[config.mk]
export PLATFORM = sky130hd
export DESIGN_NAME = sle_top
export DESIGN_NICKNAME = d
export VERILOG_FILES = /design/src/design/sle_pkg.sv /design/src/design/sle_top.sv
export SDC_FILE = /design/constraint.sdc
export NUM_CORES = 1
export LEC_CHECK = 0
export BUFFER_PORTS_ARGS = -buffer_cell sky130_fd_sc_hd__buf_4
export CAP_MARGIN = 20
export CELL_PAD_IN_SITES_DETAIL_PLACEMENT = 1
export CELL_PAD_IN_SITES_GLOBAL_PLACEMENT = 1
export CORE_MARGIN = 2
export CORE_UTILIZATION = 39
export CTS_BUF_LIST = sky130_fd_sc_hd__clkbuf_16
export DETAILED_ROUTE_END_ITERATION = 7
export PLACE_DENSITY_LB_ADDON = 0.1
export SYNTH_ARGS = -nofsm -noshare
export SYNTH_HDL_FRONTEND = slang
export SYNTH_SLANG_ARGS = --single-unit
[constraint.sdc]
create_clock -name pclk -period 2.7 [get_ports pclk]
set_clock_uncertainty 0.15 [all_clocks]
set_input_delay 0.135 -clock pclk [delete_from_list [all_inputs] [get_ports pclk]]
set_output_delay 0.135 -clock pclk [all_outputs]
set_load 0.01 [all_outputs]
[src/design/sle_pkg.sv]
package sle_pkg;

  // Clock and time base
  localparam int CLK_PERIOD_NS  = 10;
  localparam int NS_PER_MS      = 1000000;
  localparam int CYC_PER_MS     = NS_PER_MS / CLK_PERIOD_NS;
  localparam int BLINK1_HALF_MS = 500;
  localparam int BLINK2_HALF_MS = 250;
  localparam int FLICK_HALF_MS  = 50;
  localparam int FB_HOLD_MS     = 5000;

  // Register map (byte addresses)
  localparam int          APB_AW          = 8;
  localparam logic [7:0]  ADDR_ANALOG_EN  = 8'h00;
  localparam logic [7:0]  ADDR_UPPER_SP   = 8'h04;
  localparam logic [7:0]  ADDR_LOWER_SP   = 8'h08;
  localparam logic [7:0]  ADDR_LED_STAT   = 8'h0c;
  localparam logic [7:0]  ADDR_CHAN_STAT  = 8'h10;
  localparam logic [7:0]  ADDR_ETH_STAT   = 8'h14;
  localparam int          ETH_DPX_LSB     = 16;
  localparam logic [31:0] RST_ANALOG_EN   = 32'h0;
  localparam logic [31:0] RST_UPPER_SP    = 32'h0;
  localparam logic [31:0] RST_LOWER_SP    = 32'h0;

  // Blink generator phases
  localparam int BLK_ONE  = 0;
  localparam int BLK_TWO  = 1;
  localparam int BLK_FLK  = 2;
  localparam int BLK_NUM  = 3;
  localparam int NPORT    = 3;

  typedef enum logic [1:0] {
    SLE_CPU_OTHER,
    SLE_CPU_STOP,
    SLE_CPU_RUN,
    SLE_CPU_OPERATE
  } sle_cpu_t;

  // Processor and maintenance status
  typedef struct packed {
    sle_cpu_t cpu_state;
    logic     force_prepared;
    logic     force_active;
    logic     pt_write_conn;
    logic     single_step;
    logic     cfg_download;
    logic     reload_active;
    logic     cfg_exchange;
  } sle_maint_t;

  // Terminal, up, down and diagnostic port status
  typedef struct packed {
    logic             pt_connected;
    logic             pt_traffic;
    logic             pt_speed100;
    logic             up_conn;
    logic             down_conn;
    logic             diag_conn;
    logic [NPORT-1:0] full_duplex;
    logic [NPORT-1:0] collision;
  } sle_port_t;

  // Fixed LED set, one bit per lamp
  typedef struct packed {
    logic             force_led;
    logic             test_led;
    logic             load_led;
    logic             field_led;
    logic [1:0]       fb_led;
    logic             fb_fault_led;
    logic             pt_led;
    logic             pt_speed_led;
    logic             up_led;
    logic             down_led;
    logic             diag_led;
    logic [NPORT-1:0] port_dpx_led;
  } sle_led_t;

endpackage

[src/design/sle_top.sv]
// How it works
// - Forcing prepared and CPU stop/run/operate: on
// - Forcing active in run/operate blinks; else dark
// - Test: write connection on, single-step blinks
// - Load lit during download in stop
// - Load blinks on reload or exchange
// - Channel: energized on, faulty blinks two
// - Field lit during boot LED test
// - Field blinks on any channel field fault
// - One channel LED per channel, parameter
// - Analog channel on above upper point
// - Analog channel off below lower point
// - Between points analog LED holds state
// - Field also shows transmitter supply fault
// - Fieldbus LEDs lit while bus operating
// - Fieldbus fault blinks at least five seconds
// - Ethernet link on, flickers with traffic
// - IP conflict blinks every Ethernet LED
// - Duplex on full, flicker collision, dark half
// - Terminal LED flickers traffic, conflict blinks
// - Terminal speed LED lit at 100 Mbit/s
// - Up and down LEDs lit when connected
// - Diagnostic LED lit when device connected
module sle_top
  import sle_pkg::*;
#(
  parameter int NCH          = 8,
  parameter int VW           = 16,
  parameter int NETH         = 4,
  parameter bit XMTR_SUPPORT = 1'b1,
  parameter int B1_HALF_CYC  = BLINK1_HALF_MS * CYC_PER_MS,
  parameter int B2_HALF_CYC  = BLINK2_HALF_MS * CYC_PER_MS,
  parameter int FLK_HALF_CYC = FLICK_HALF_MS * CYC_PER_MS,
  parameter int FB_HOLD_CYC  = FB_HOLD_MS * CYC_PER_MS
) (
  input  wire logic                    pclk,
  input  wire logic                    presetn,
  input  wire logic                    psel,
  input  wire logic                    penable,
  input  wire logic                    pwrite,
  input  wire logic [APB_AW-1:0]       paddr,
  input  wire logic [31:0]             pwdata,
  output logic                         pready_ff,
  output logic [31:0]                  prdata_ff,
  output logic                         pslverr_ff,
  input  wire sle_maint_t              maint,
  input  wire logic [NCH-1:0]          ch_energized,
  input  wire logic [NCH-1:0]          ch_fault,
  input  wire logic [NCH-1:0]          ch_field_fault,
  input  wire logic [NCH-1:0][VW-1:0]  ch_value,
  input  wire logic                    boot_led_test,
  input  wire logic                    xmtr_supply_fault,
  input  wire logic [1:0]              fb_operating,
  input  wire logic                    fb_fault_evt,
  input  wire logic [NETH-1:0]         eth_link,
  input  wire logic [NETH-1:0]         eth_traffic,
  input  wire logic [NETH-1:0]         eth_full_duplex,
  input  wire logic [NETH-1:0]         eth_collision,
  input  wire logic                    ip_conflict,
  input  wire sle_port_t               port,
  output sle_led_t                     led_ff,
  output logic [NCH-1:0]               chan_led_ff,
  output logic [NETH-1:0]              eth_link_led_ff,
  output logic [NETH-1:0]              eth_dpx_led_ff
);

  localparam int HALF [BLK_NUM] = '{B1_HALF_CYC, B2_HALF_CYC, FLK_HALF_CYC};

  logic [31:0]     cnt_ff [BLK_NUM];
  logic [BLK_NUM-1:0] phase_ff;
  logic [NCH-1:0]  analog_en_ff;
  logic [VW-1:0]   upper_sp_ff;
  logic [VW-1:0]   lower_sp_ff;
  logic [NCH-1:0]  chan_an_ff;
  logic [31:0]     fb_hold_ff;
  sle_led_t        nxt_led;
  logic [NCH-1:0]  nxt_chan_led;
  logic [NETH-1:0] nxt_eth_link;
  logic [NETH-1:0] nxt_eth_dpx;

  // Blink generator: one toggling phase per pattern
  genvar g;
  generate
    for (g = 0; g < BLK_NUM; g++) begin : gen_blink
      always_ff @(posedge pclk or negedge presetn) begin
        if (!presetn) begin
          cnt_ff[g]   <= 32'h0;
          phase_ff[g] <= 1'b0;
        end else if (cnt_ff[g] == 32'(HALF[g] - 1)) begin
          cnt_ff[g]   <= 32'h0;
          phase_ff[g] <= ~phase_ff[g];
        end else begin
          cnt_ff[g]   <= cnt_ff[g] + 32'h1;
        end
      end
    end
  endgenerate

  wire blink1 = phase_ff[BLK_ONE];
  wire blink2 = phase_ff[BLK_TWO];
  wire flick  = phase_ff[BLK_FLK];

  // APB decode
  wire setup   = psel & ~penable;
  wire wr_done = psel & penable & pready_ff & pwrite;
  wire hit_an  = paddr == ADDR_ANALOG_EN;
  wire hit_up  = paddr == ADDR_UPPER_SP;
  wire hit_lo  = paddr == ADDR_LOWER_SP;
  wire hit_led = paddr == ADDR_LED_STAT;
  wire hit_ch  = paddr == ADDR_CHAN_STAT;
  wire hit_eth = paddr == ADDR_ETH_STAT;
  wire mapped  = hit_an | hit_up | hit_lo | hit_led | hit_ch | hit_eth;

  logic [31:0] eth_word;
  logic [31:0] rd_mux;
  assign eth_word = 32'(eth_link_led_ff)
                  | (32'(eth_dpx_led_ff) << ETH_DPX_LSB);
  assign rd_mux = hit_an  ? 32'(analog_en_ff) :
                  hit_up  ? 32'(upper_sp_ff)  :
                  hit_lo  ? 32'(lower_sp_ff)  :
                  hit_led ? 32'(led_ff)       :
                  hit_ch  ? 32'(chan_led_ff)  :
                  hit_eth ? eth_word          : 32'h0;

  // Bus answer: ready in the first access cycle
  always_ff @(posedge pclk or negedge presetn) begin
    if (!presetn) begin
      pready_ff  <= 1'b0;
      prdata_ff  <= 32'h0;
      pslverr_ff <= 1'b0;
    end else begin
      pready_ff  <= setup;
      prdata_ff  <= setup ? rd_mux : 32'h0;
      pslverr_ff <= setup & ~mapped;
    end
  end

  // Configuration registers written by software
  always_ff @(posedge pclk or negedge presetn) begin
    if (!presetn) begin
      analog_en_ff <= NCH'(RST_ANALOG_EN);
      upper_sp_ff  <= VW'(RST_UPPER_SP);
      lower_sp_ff  <= VW'(RST_LOWER_SP);
    end else if (wr_done) begin
      if (hit_an) analog_en_ff <= pwdata[NCH-1:0];
      if (hit_up) upper_sp_ff  <= pwdata[VW-1:0];
      if (hit_lo) lower_sp_ff  <= pwdata[VW-1:0];
    end
  end

  // Analog hysteresis per channel
  genvar c;
  generate
    for (c = 0; c < NCH; c++) begin : gen_chan
      always_ff @(posedge pclk or negedge presetn) begin
        if (!presetn) begin
          chan_an_ff[c] <= 1'b0;
        end else if (ch_value[c] > upper_sp_ff) begin
          chan_an_ff[c] <= 1'b1;
        end else if (ch_value[c] < lower_sp_ff) begin
          chan_an_ff[c] <= 1'b0;
        end
      end
      // Fault blink over lit over dark
      assign nxt_chan_led[c] = ch_fault[c] ? blink2 :
        (analog_en_ff[c] ? chan_an_ff[c] : ch_energized[c]);
    end
  endgenerate

  // Fieldbus fault stretch
  always_ff @(posedge pclk or negedge presetn) begin
    if (!presetn) begin
      fb_hold_ff <= 32'h0;
    end else if (fb_fault_evt) begin
      fb_hold_ff <= 32'(FB_HOLD_CYC);
    end else if (fb_hold_ff != 32'h0) begin
      fb_hold_ff <= fb_hold_ff - 32'h1;
    end
  end

  // Maintenance conditions
  wire cpu_run  = maint.cpu_state == SLE_CPU_RUN
               || maint.cpu_state == SLE_CPU_OPERATE;
  wire cpu_stop = maint.cpu_state == SLE_CPU_STOP;
  wire frc_blk  = maint.force_active & cpu_run;
  wire frc_on   = maint.force_prepared & (cpu_run | cpu_stop);
  wire load_blk = maint.reload_active | maint.cfg_exchange;
  wire load_on  = maint.cfg_download & cpu_stop;
  wire fld_blk  = (|ch_field_fault)
               | (XMTR_SUPPORT & xmtr_supply_fault);

  // Fixed LED next state, blink first then steady
  always_comb begin
    nxt_led = '0;
    nxt_led.force_led = frc_blk ? blink1 : frc_on;
    nxt_led.test_led  = maint.single_step ? blink1
                      : maint.pt_write_conn;
    nxt_led.load_led  = load_blk ? blink1 : load_on;
    nxt_led.field_led = fld_blk ? blink1
                      : boot_led_test;
    nxt_led.fb_led       = fb_operating;
    nxt_led.fb_fault_led = (fb_hold_ff != 32'h0) & blink1;
    nxt_led.pt_led = ip_conflict ? blink1
                   : port.pt_connected & port.pt_traffic & flick;
    nxt_led.pt_speed_led = ip_conflict ? blink1
                         : port.pt_connected & port.pt_speed100;
    nxt_led.up_led   = port.up_conn;
    nxt_led.down_led = port.down_conn;
    nxt_led.diag_led = port.diag_conn;
    for (int p = 0; p < NPORT; p++) begin
      nxt_led.port_dpx_led[p] = port.collision[p] ? flick
                              : port.full_duplex[p];
    end
  end

  // Ethernet LEDs: conflict, then activity, then steady
  assign nxt_eth_link = ip_conflict ? {NETH{blink1}}
    : (eth_link & ~eth_traffic) | (eth_link & eth_traffic
       & {NETH{flick}});
  assign nxt_eth_dpx = ip_conflict ? {NETH{blink1}}
    : (eth_collision & {NETH{flick}})
    | (~eth_collision & eth_full_duplex);

  // LED output registers
  always_ff @(posedge pclk or negedge presetn) begin
    if (!presetn) begin
      led_ff          <= '0;
      chan_led_ff     <= '0;
      eth_link_led_ff <= '0;
      eth_dpx_led_ff  <= '0;
    end else begin
      led_ff          <= nxt_led;
      chan_led_ff     <= nxt_chan_led;
      eth_link_led_ff <= nxt_eth_link;
      eth_dpx_led_ff  <= nxt_eth_dpx;
    end
  end

  // Forcing active shows pattern one
  force_blink_a: assert property (
    @(posedge pclk) disable iff (!presetn)
    (maint.force_active && cpu_run)
      |=> led_ff.force_led == $past(blink1))
    else $error("force LED not blinking");

  // Forcing prepared alone lights steadily
  force_on_a: assert property (
    @(posedge pclk) disable iff (!presetn)
    (maint.force_prepared && !maint.force_active && cpu_stop)
      |=> led_ff.force_led)
    else $error("force LED not lit");

  // Test LED stays dark without write connection or single-step
  test_led_a: assert property (
    @(posedge pclk) disable iff (!presetn)
    (!maint.single_step && !maint.pt_write_conn)
      |=> !led_ff.test_led)
    else $error("test LED lit without cause");

  // Download in stop lights the load LED
  load_on_a: assert property (
    @(posedge pclk) disable iff (!presetn)
    (load_on && !load_blk) |=> led_ff.load_led)
    else $error("load LED not lit");

  // Faulty channel shows pattern two
  chan_fault_a: assert property (
    @(posedge pclk) disable iff (!presetn)
    ch_fault[0] |=> chan_led_ff[0] == $past(blink2))
    else $error("channel fault blink wrong");

  // Between switch points the analog state holds
  hyst_hold_a: assert property (
    @(posedge pclk) disable iff (!presetn)
    (ch_value[0] <= upper_sp_ff && ch_value[0] >= lower_sp_ff)
      |=> $stable(chan_an_ff[0]))
    else $error("hysteresis state moved");

  // Fault event keeps the fieldbus fault stretch running
  fb_hold_a: assert property (
    @(posedge pclk) disable iff (!presetn)
    fb_fault_evt |=> (fb_hold_ff != 32'h0) [*8])
    else $error("fieldbus fault stretch too short");

  // Field fault blinks the field LED
  field_blink_a: assert property (
    @(posedge pclk) disable iff (!presetn)
    (|ch_field_fault) |=> led_ff.field_led == $past(blink1))
    else $error("field LED not blinking");

  // Address conflict blinks all Ethernet LEDs together
  ip_conflict_a: assert property (
    @(posedge pclk) disable iff (!presetn)
    ip_conflict |=> (eth_link_led_ff == {NETH{$past(blink1)}})
      && (eth_dpx_led_ff == {NETH{$past(blink1)}}))
    else $error("Ethernet LEDs not blinking on conflict");

  // Up port LED tracks physical connection
  up_port_a: assert property (
    @(posedge pclk) disable iff (!presetn)
    1'b1 |=> led_ff.up_led == $past(port.up_conn))
    else $error("up port LED wrong");

  // Reload or exchange blinks the load LED
  load_blink_a: assert property (
    @(posedge pclk) disable iff (!presetn)
    load_blk |=> led_ff.load_led == $past(blink1))
    else $error("load LED not blinking");

  // Boot lamp test lights the field LED
  boot_test_a: assert property (
    @(posedge pclk) disable iff (!presetn)
    (boot_led_test && !fld_blk) |=> led_ff.field_led)
    else $error("field LED dark during lamp test");

  // Value above the upper point sets the analog state
  hyst_on_a: assert property (
    @(posedge pclk) disable iff (!presetn)
    (ch_value[0] > upper_sp_ff) |=> chan_an_ff[0])
    else $error("analog state not set");

  // Value below the lower point clears the analog state
  hyst_off_a: assert property (
    @(posedge pclk) disable iff (!presetn)
    (ch_value[0] < lower_sp_ff && ch_value[0] <= upper_sp_ff)
      |=> !chan_an_ff[0])
    else $error("analog state not cleared");

  // Fieldbus LEDs follow the operating flags
  fb_lamp_a: assert property (
    @(posedge pclk) disable iff (!presetn)
    1'b1 |=> led_ff.fb_led == $past(fb_operating))
    else $error("fieldbus LED wrong");

  // Quiet link with a partner lights steadily
  eth_link_a: assert property (
    @(posedge pclk) disable iff (!presetn)
    (eth_link[0] && !eth_traffic[0] && !ip_conflict)
      |=> eth_link_led_ff[0])
    else $error("Ethernet link LED not lit");

  // Diagnostic LED tracks physical connection
  diag_port_a: assert property (
    @(posedge pclk) disable iff (!presetn)
    1'b1 |=> led_ff.diag_led == $past(port.diag_conn))
    else $error("diagnostic LED wrong");

endmodule

==> metrics.cfg <==
[floorplanning]
rows = 73
core-area_sq_um = 39700
start_util_pct = 39.5
die_w_um = 205
ios = 305
die_height_um = 205
die_area_sq_um = 41900

[synth]
synthXorXnorAreaFrac_pct = 5.96
yosys_warnings = 0
async_flop_share_pct = 100
netlist.area_leader.share_pct = 36.9
synthMuxAreaShare_pct = 1.66
synth_ff_type = dfrtp_1
yosysTopAreaCell = dfrtp_1
synth.avg_cell_area_sq_um = 9.70
synth_enable_flop_cells = 0
seq_area_frac_synth_pct = 36.9
synth-simple-area-share_pct = 19.3
synth-adder-area-share_pct = 20.1
netlist-cell-type-count = 69
netlist_area_sq_um = 15700
netlist_instances = 1620
synth_compound_area_share_pct = 13.3
synth_seq_cells = 232
ys_top_cells_by_area = dfrtp_1, ha_1, o21ai_0, xnor2_1, nor2_1
netlist_top_cells_count = ha_1, dfrtp_1, nor2_1, o21ai_0, nand2_1
yosys.cell_count.top_type = ha_1
synth_top_family_by_area = adder cells

[route]
firstDrtPassIters = 5
via_count = 14900
wl_per_cell_um = 23.0
drtIter0Drc = 813
drc = 0
vias_per_cell = 5.67
drtAntennaViolNets = 0
routed_wl_um = 60500

[power]
p_leak_nw = 10.2
seqPwrFrac_pct = 42.3
netSwitchingFraction_pct = 26.4
intPower_w = 0.00626
p_per_area_nw_per_um2 = 405
p_switching_w = 0.00225
comb_power_share_pct = 13.8
peakVddDrop_v = 0.000446
clock_power_share_pct = 43.9

[critical_path]
critical_path_peak_fanout = 2
timing.rr.start = upper_sp_ff[13]
crit_type = flop to flop
r2r_cells = 8
r2r-end = chan_an_ff[2]
critPathMaxStageDelay_ns = 0.56
crit_chain = inv_1, ha_1, nand3_1, or3_4, or4_4, a22oi_2, o21ai_1, a211o_1
reg2reg_slack_ns = 0.04
cp.arrival_ns = 2.96
end_kind = flop
crit_path_start_kind = flop
cp_slowest_cell = or4_4
critical_path_required_ns = 3.00

[clock_network]
numClockSinks = 232
cts_root_buffer = clkbuf_16
cts_tree = built
clock_latency_ns = 0.57
clock_path_buffers = 3
htree_levels = 1
cts_buffers = 29
cts.clk_slew.worst_paths_ns = 0.07

[place]
hpwl_um = 45600
place_ws_ns = 0.0384
portBuffers = 276
routabilityCongestion = 0.894

[sta]
worst_slew_pin_slew_ns = 0.701
fin_hold_ws_ns = 0.0215
final-max-slew-violation-count = 0
setup_viol = 0
fin_tns_setup_ns = 0
fmax_mhz = 376
hold_viol = 0
finalWorstSetupSlack_ns = 0.0421
post-route-min-period_ns = 2.66
relSlewSlack_pct = 53.2
timing.final.crit_share_pct = 98.4

[worst_hold_path]
worstHoldEndpoint = chan_an_ff[5]
hold_depth = 6
min_from = ch_value[92]
worst_hold_path_type = primary input to flop

[final_layout]
drive_gt1_share_pct = 19.8
area_growth_pct = 33.8
insertedDiodeCount = 0
fin_nets = 2579

[flow_run]
maxCapViolations = 0

[grt]
gr-total-overflow = 0
grt_pass1_wl_um = 92600
grt_pass1_vias = 16100
antenna_found_initial = 0
grt_start_max_net_pins = 75
track_usage_pct = 28.9

[status]
status = finished clean

cells by family (layout without fill, tap and decap cells):
logic type,after synthesis,after routing
other,1,12
buffers and inverters,98,574
multiplexers,24,24
adder cells (fa/ha/maj),252,252
AND/OR/NAND/NOR,577,577
XOR/XNOR,107,107
flip-flops,232,232
AO/OA/AOI/OAI,329,329
layout make-up:
type / instances / area, sq um
clock buffers: 29 / 726
clock inverters: 22 / 166
fillers: 4539 / 18700
inverters: 54 / 210
multi-input cells: 1301 / 9540
flip-flops and latches: 232 / 5810
well taps: 525 / 657
repair buffers: 469 / 3920
worst max path at each step:
| stage | slack (ns) | endpoint | from | cells past startpoint |
|---|---|---|---|---|
| after floorplan | 0.18 | chan_an_ff[2] | upper_sp_ff[14] | 8 |
| after global placement | 0.17 | chan_an_ff[2] | upper_sp_ff[13] | 8 |
| after detailed placement | 0.04 | chan_an_ff[2] | upper_sp_ff[13] | 8 |
| after CTS | 0.01 | chan_an_ff[2] | upper_sp_ff[13] | 8 |
| after global routing | -0.03 | chan_an_ff[2] | upper_sp_ff[13] | 8 |
| final | 0.04 | chan_an_ff[2] | upper_sp_ff[13] | 8 |
critical path: cells and delay by family (launching register included):
kind	cells	cell delay [ns]
AOI/OAI and AO/OA	3	0.57
DFF	1	0.36
buffers and inverters	1	0.06
adders and majority gates	1	0.31
and+or+nand+nor	3	1.09
flip-flops by register name (all words and copies together), names as in the netlist, 8 cells and up:
register      flops
cnt_ff           96
analog_en_ff      8
fb_hold_ff       32
led_ff           15
prdata_ff        20
lower_sp_ff      16
chan_an_ff        8
upper_sp_ff      16
chan_led_ff       8
cell usage in the layout (no fill, tap or decap), types with 29 or more instances in the layout:
cell	synthesis	layout
nor3_1	41	41
dfrtp_1	232	232
nand2_1	110	110
and3_1	29	29
inv_1	54	54
o21ai_0	113	112
xor2_1	47	47
ha_1	252	252
xnor2_1	60	60
nand4_1	63	63
clkbuf_16	0	29
a21oi_1	69	69
dlygate4sd3_1	0	133
nor2_1	131	131
nand3_1	58	58
buf_4	12	331
power groups by stage:
stage | clock network, W | registers [W] | logic (W)
after global routing | 0.00397 | 0.00361 | 0.00128
final | 0.00373 | 0.00360 | 0.00118
after detailed placement | 0 | 0.00366 | 0.000999
after global placement | 0 | 0.00366 | 0.000963
after CTS | 0.00381 | 0.00360 | 0.00116
after floorplan | 0 | 0.00365 | 0.000381
stage by stage:
stage	area [sq um]	power [W]	utilization [%]	std cells
after floorplan	15800	0.00403	-	1631
after global routing	21000	0.00886	52.9	2632
after detailed placement	18700	0.00466	47.1	2444
after CTS	21000	0.00857	52.8	2629
after global placement	18700	0.00462	47.1	2444
final	21000	0.00851	52.9	2632
routing by layer:
layer | global-route usage [%] | part of all wire, % | vias up
li1 | - | - | 6937
met1 | 37.3 | 43 | 7411
met2 | 49.0 | 47 | 453
met3 | 4.31 | 5.9 | 128
met4 | 10.3 | 3.9 | 0
met5 | 0 | 0 | -
repair_timing:
item / 4_1_cts / 5_1_grt
gates resized for setup: 0 / 7
setup buffers: 0 / 3
hold buffers: 134 / 0
hold endpoints to repair: 352 / 0
setup endpoints to repair: 0 / 2
No activity file was read; power rests on OpenSTA's default activity.
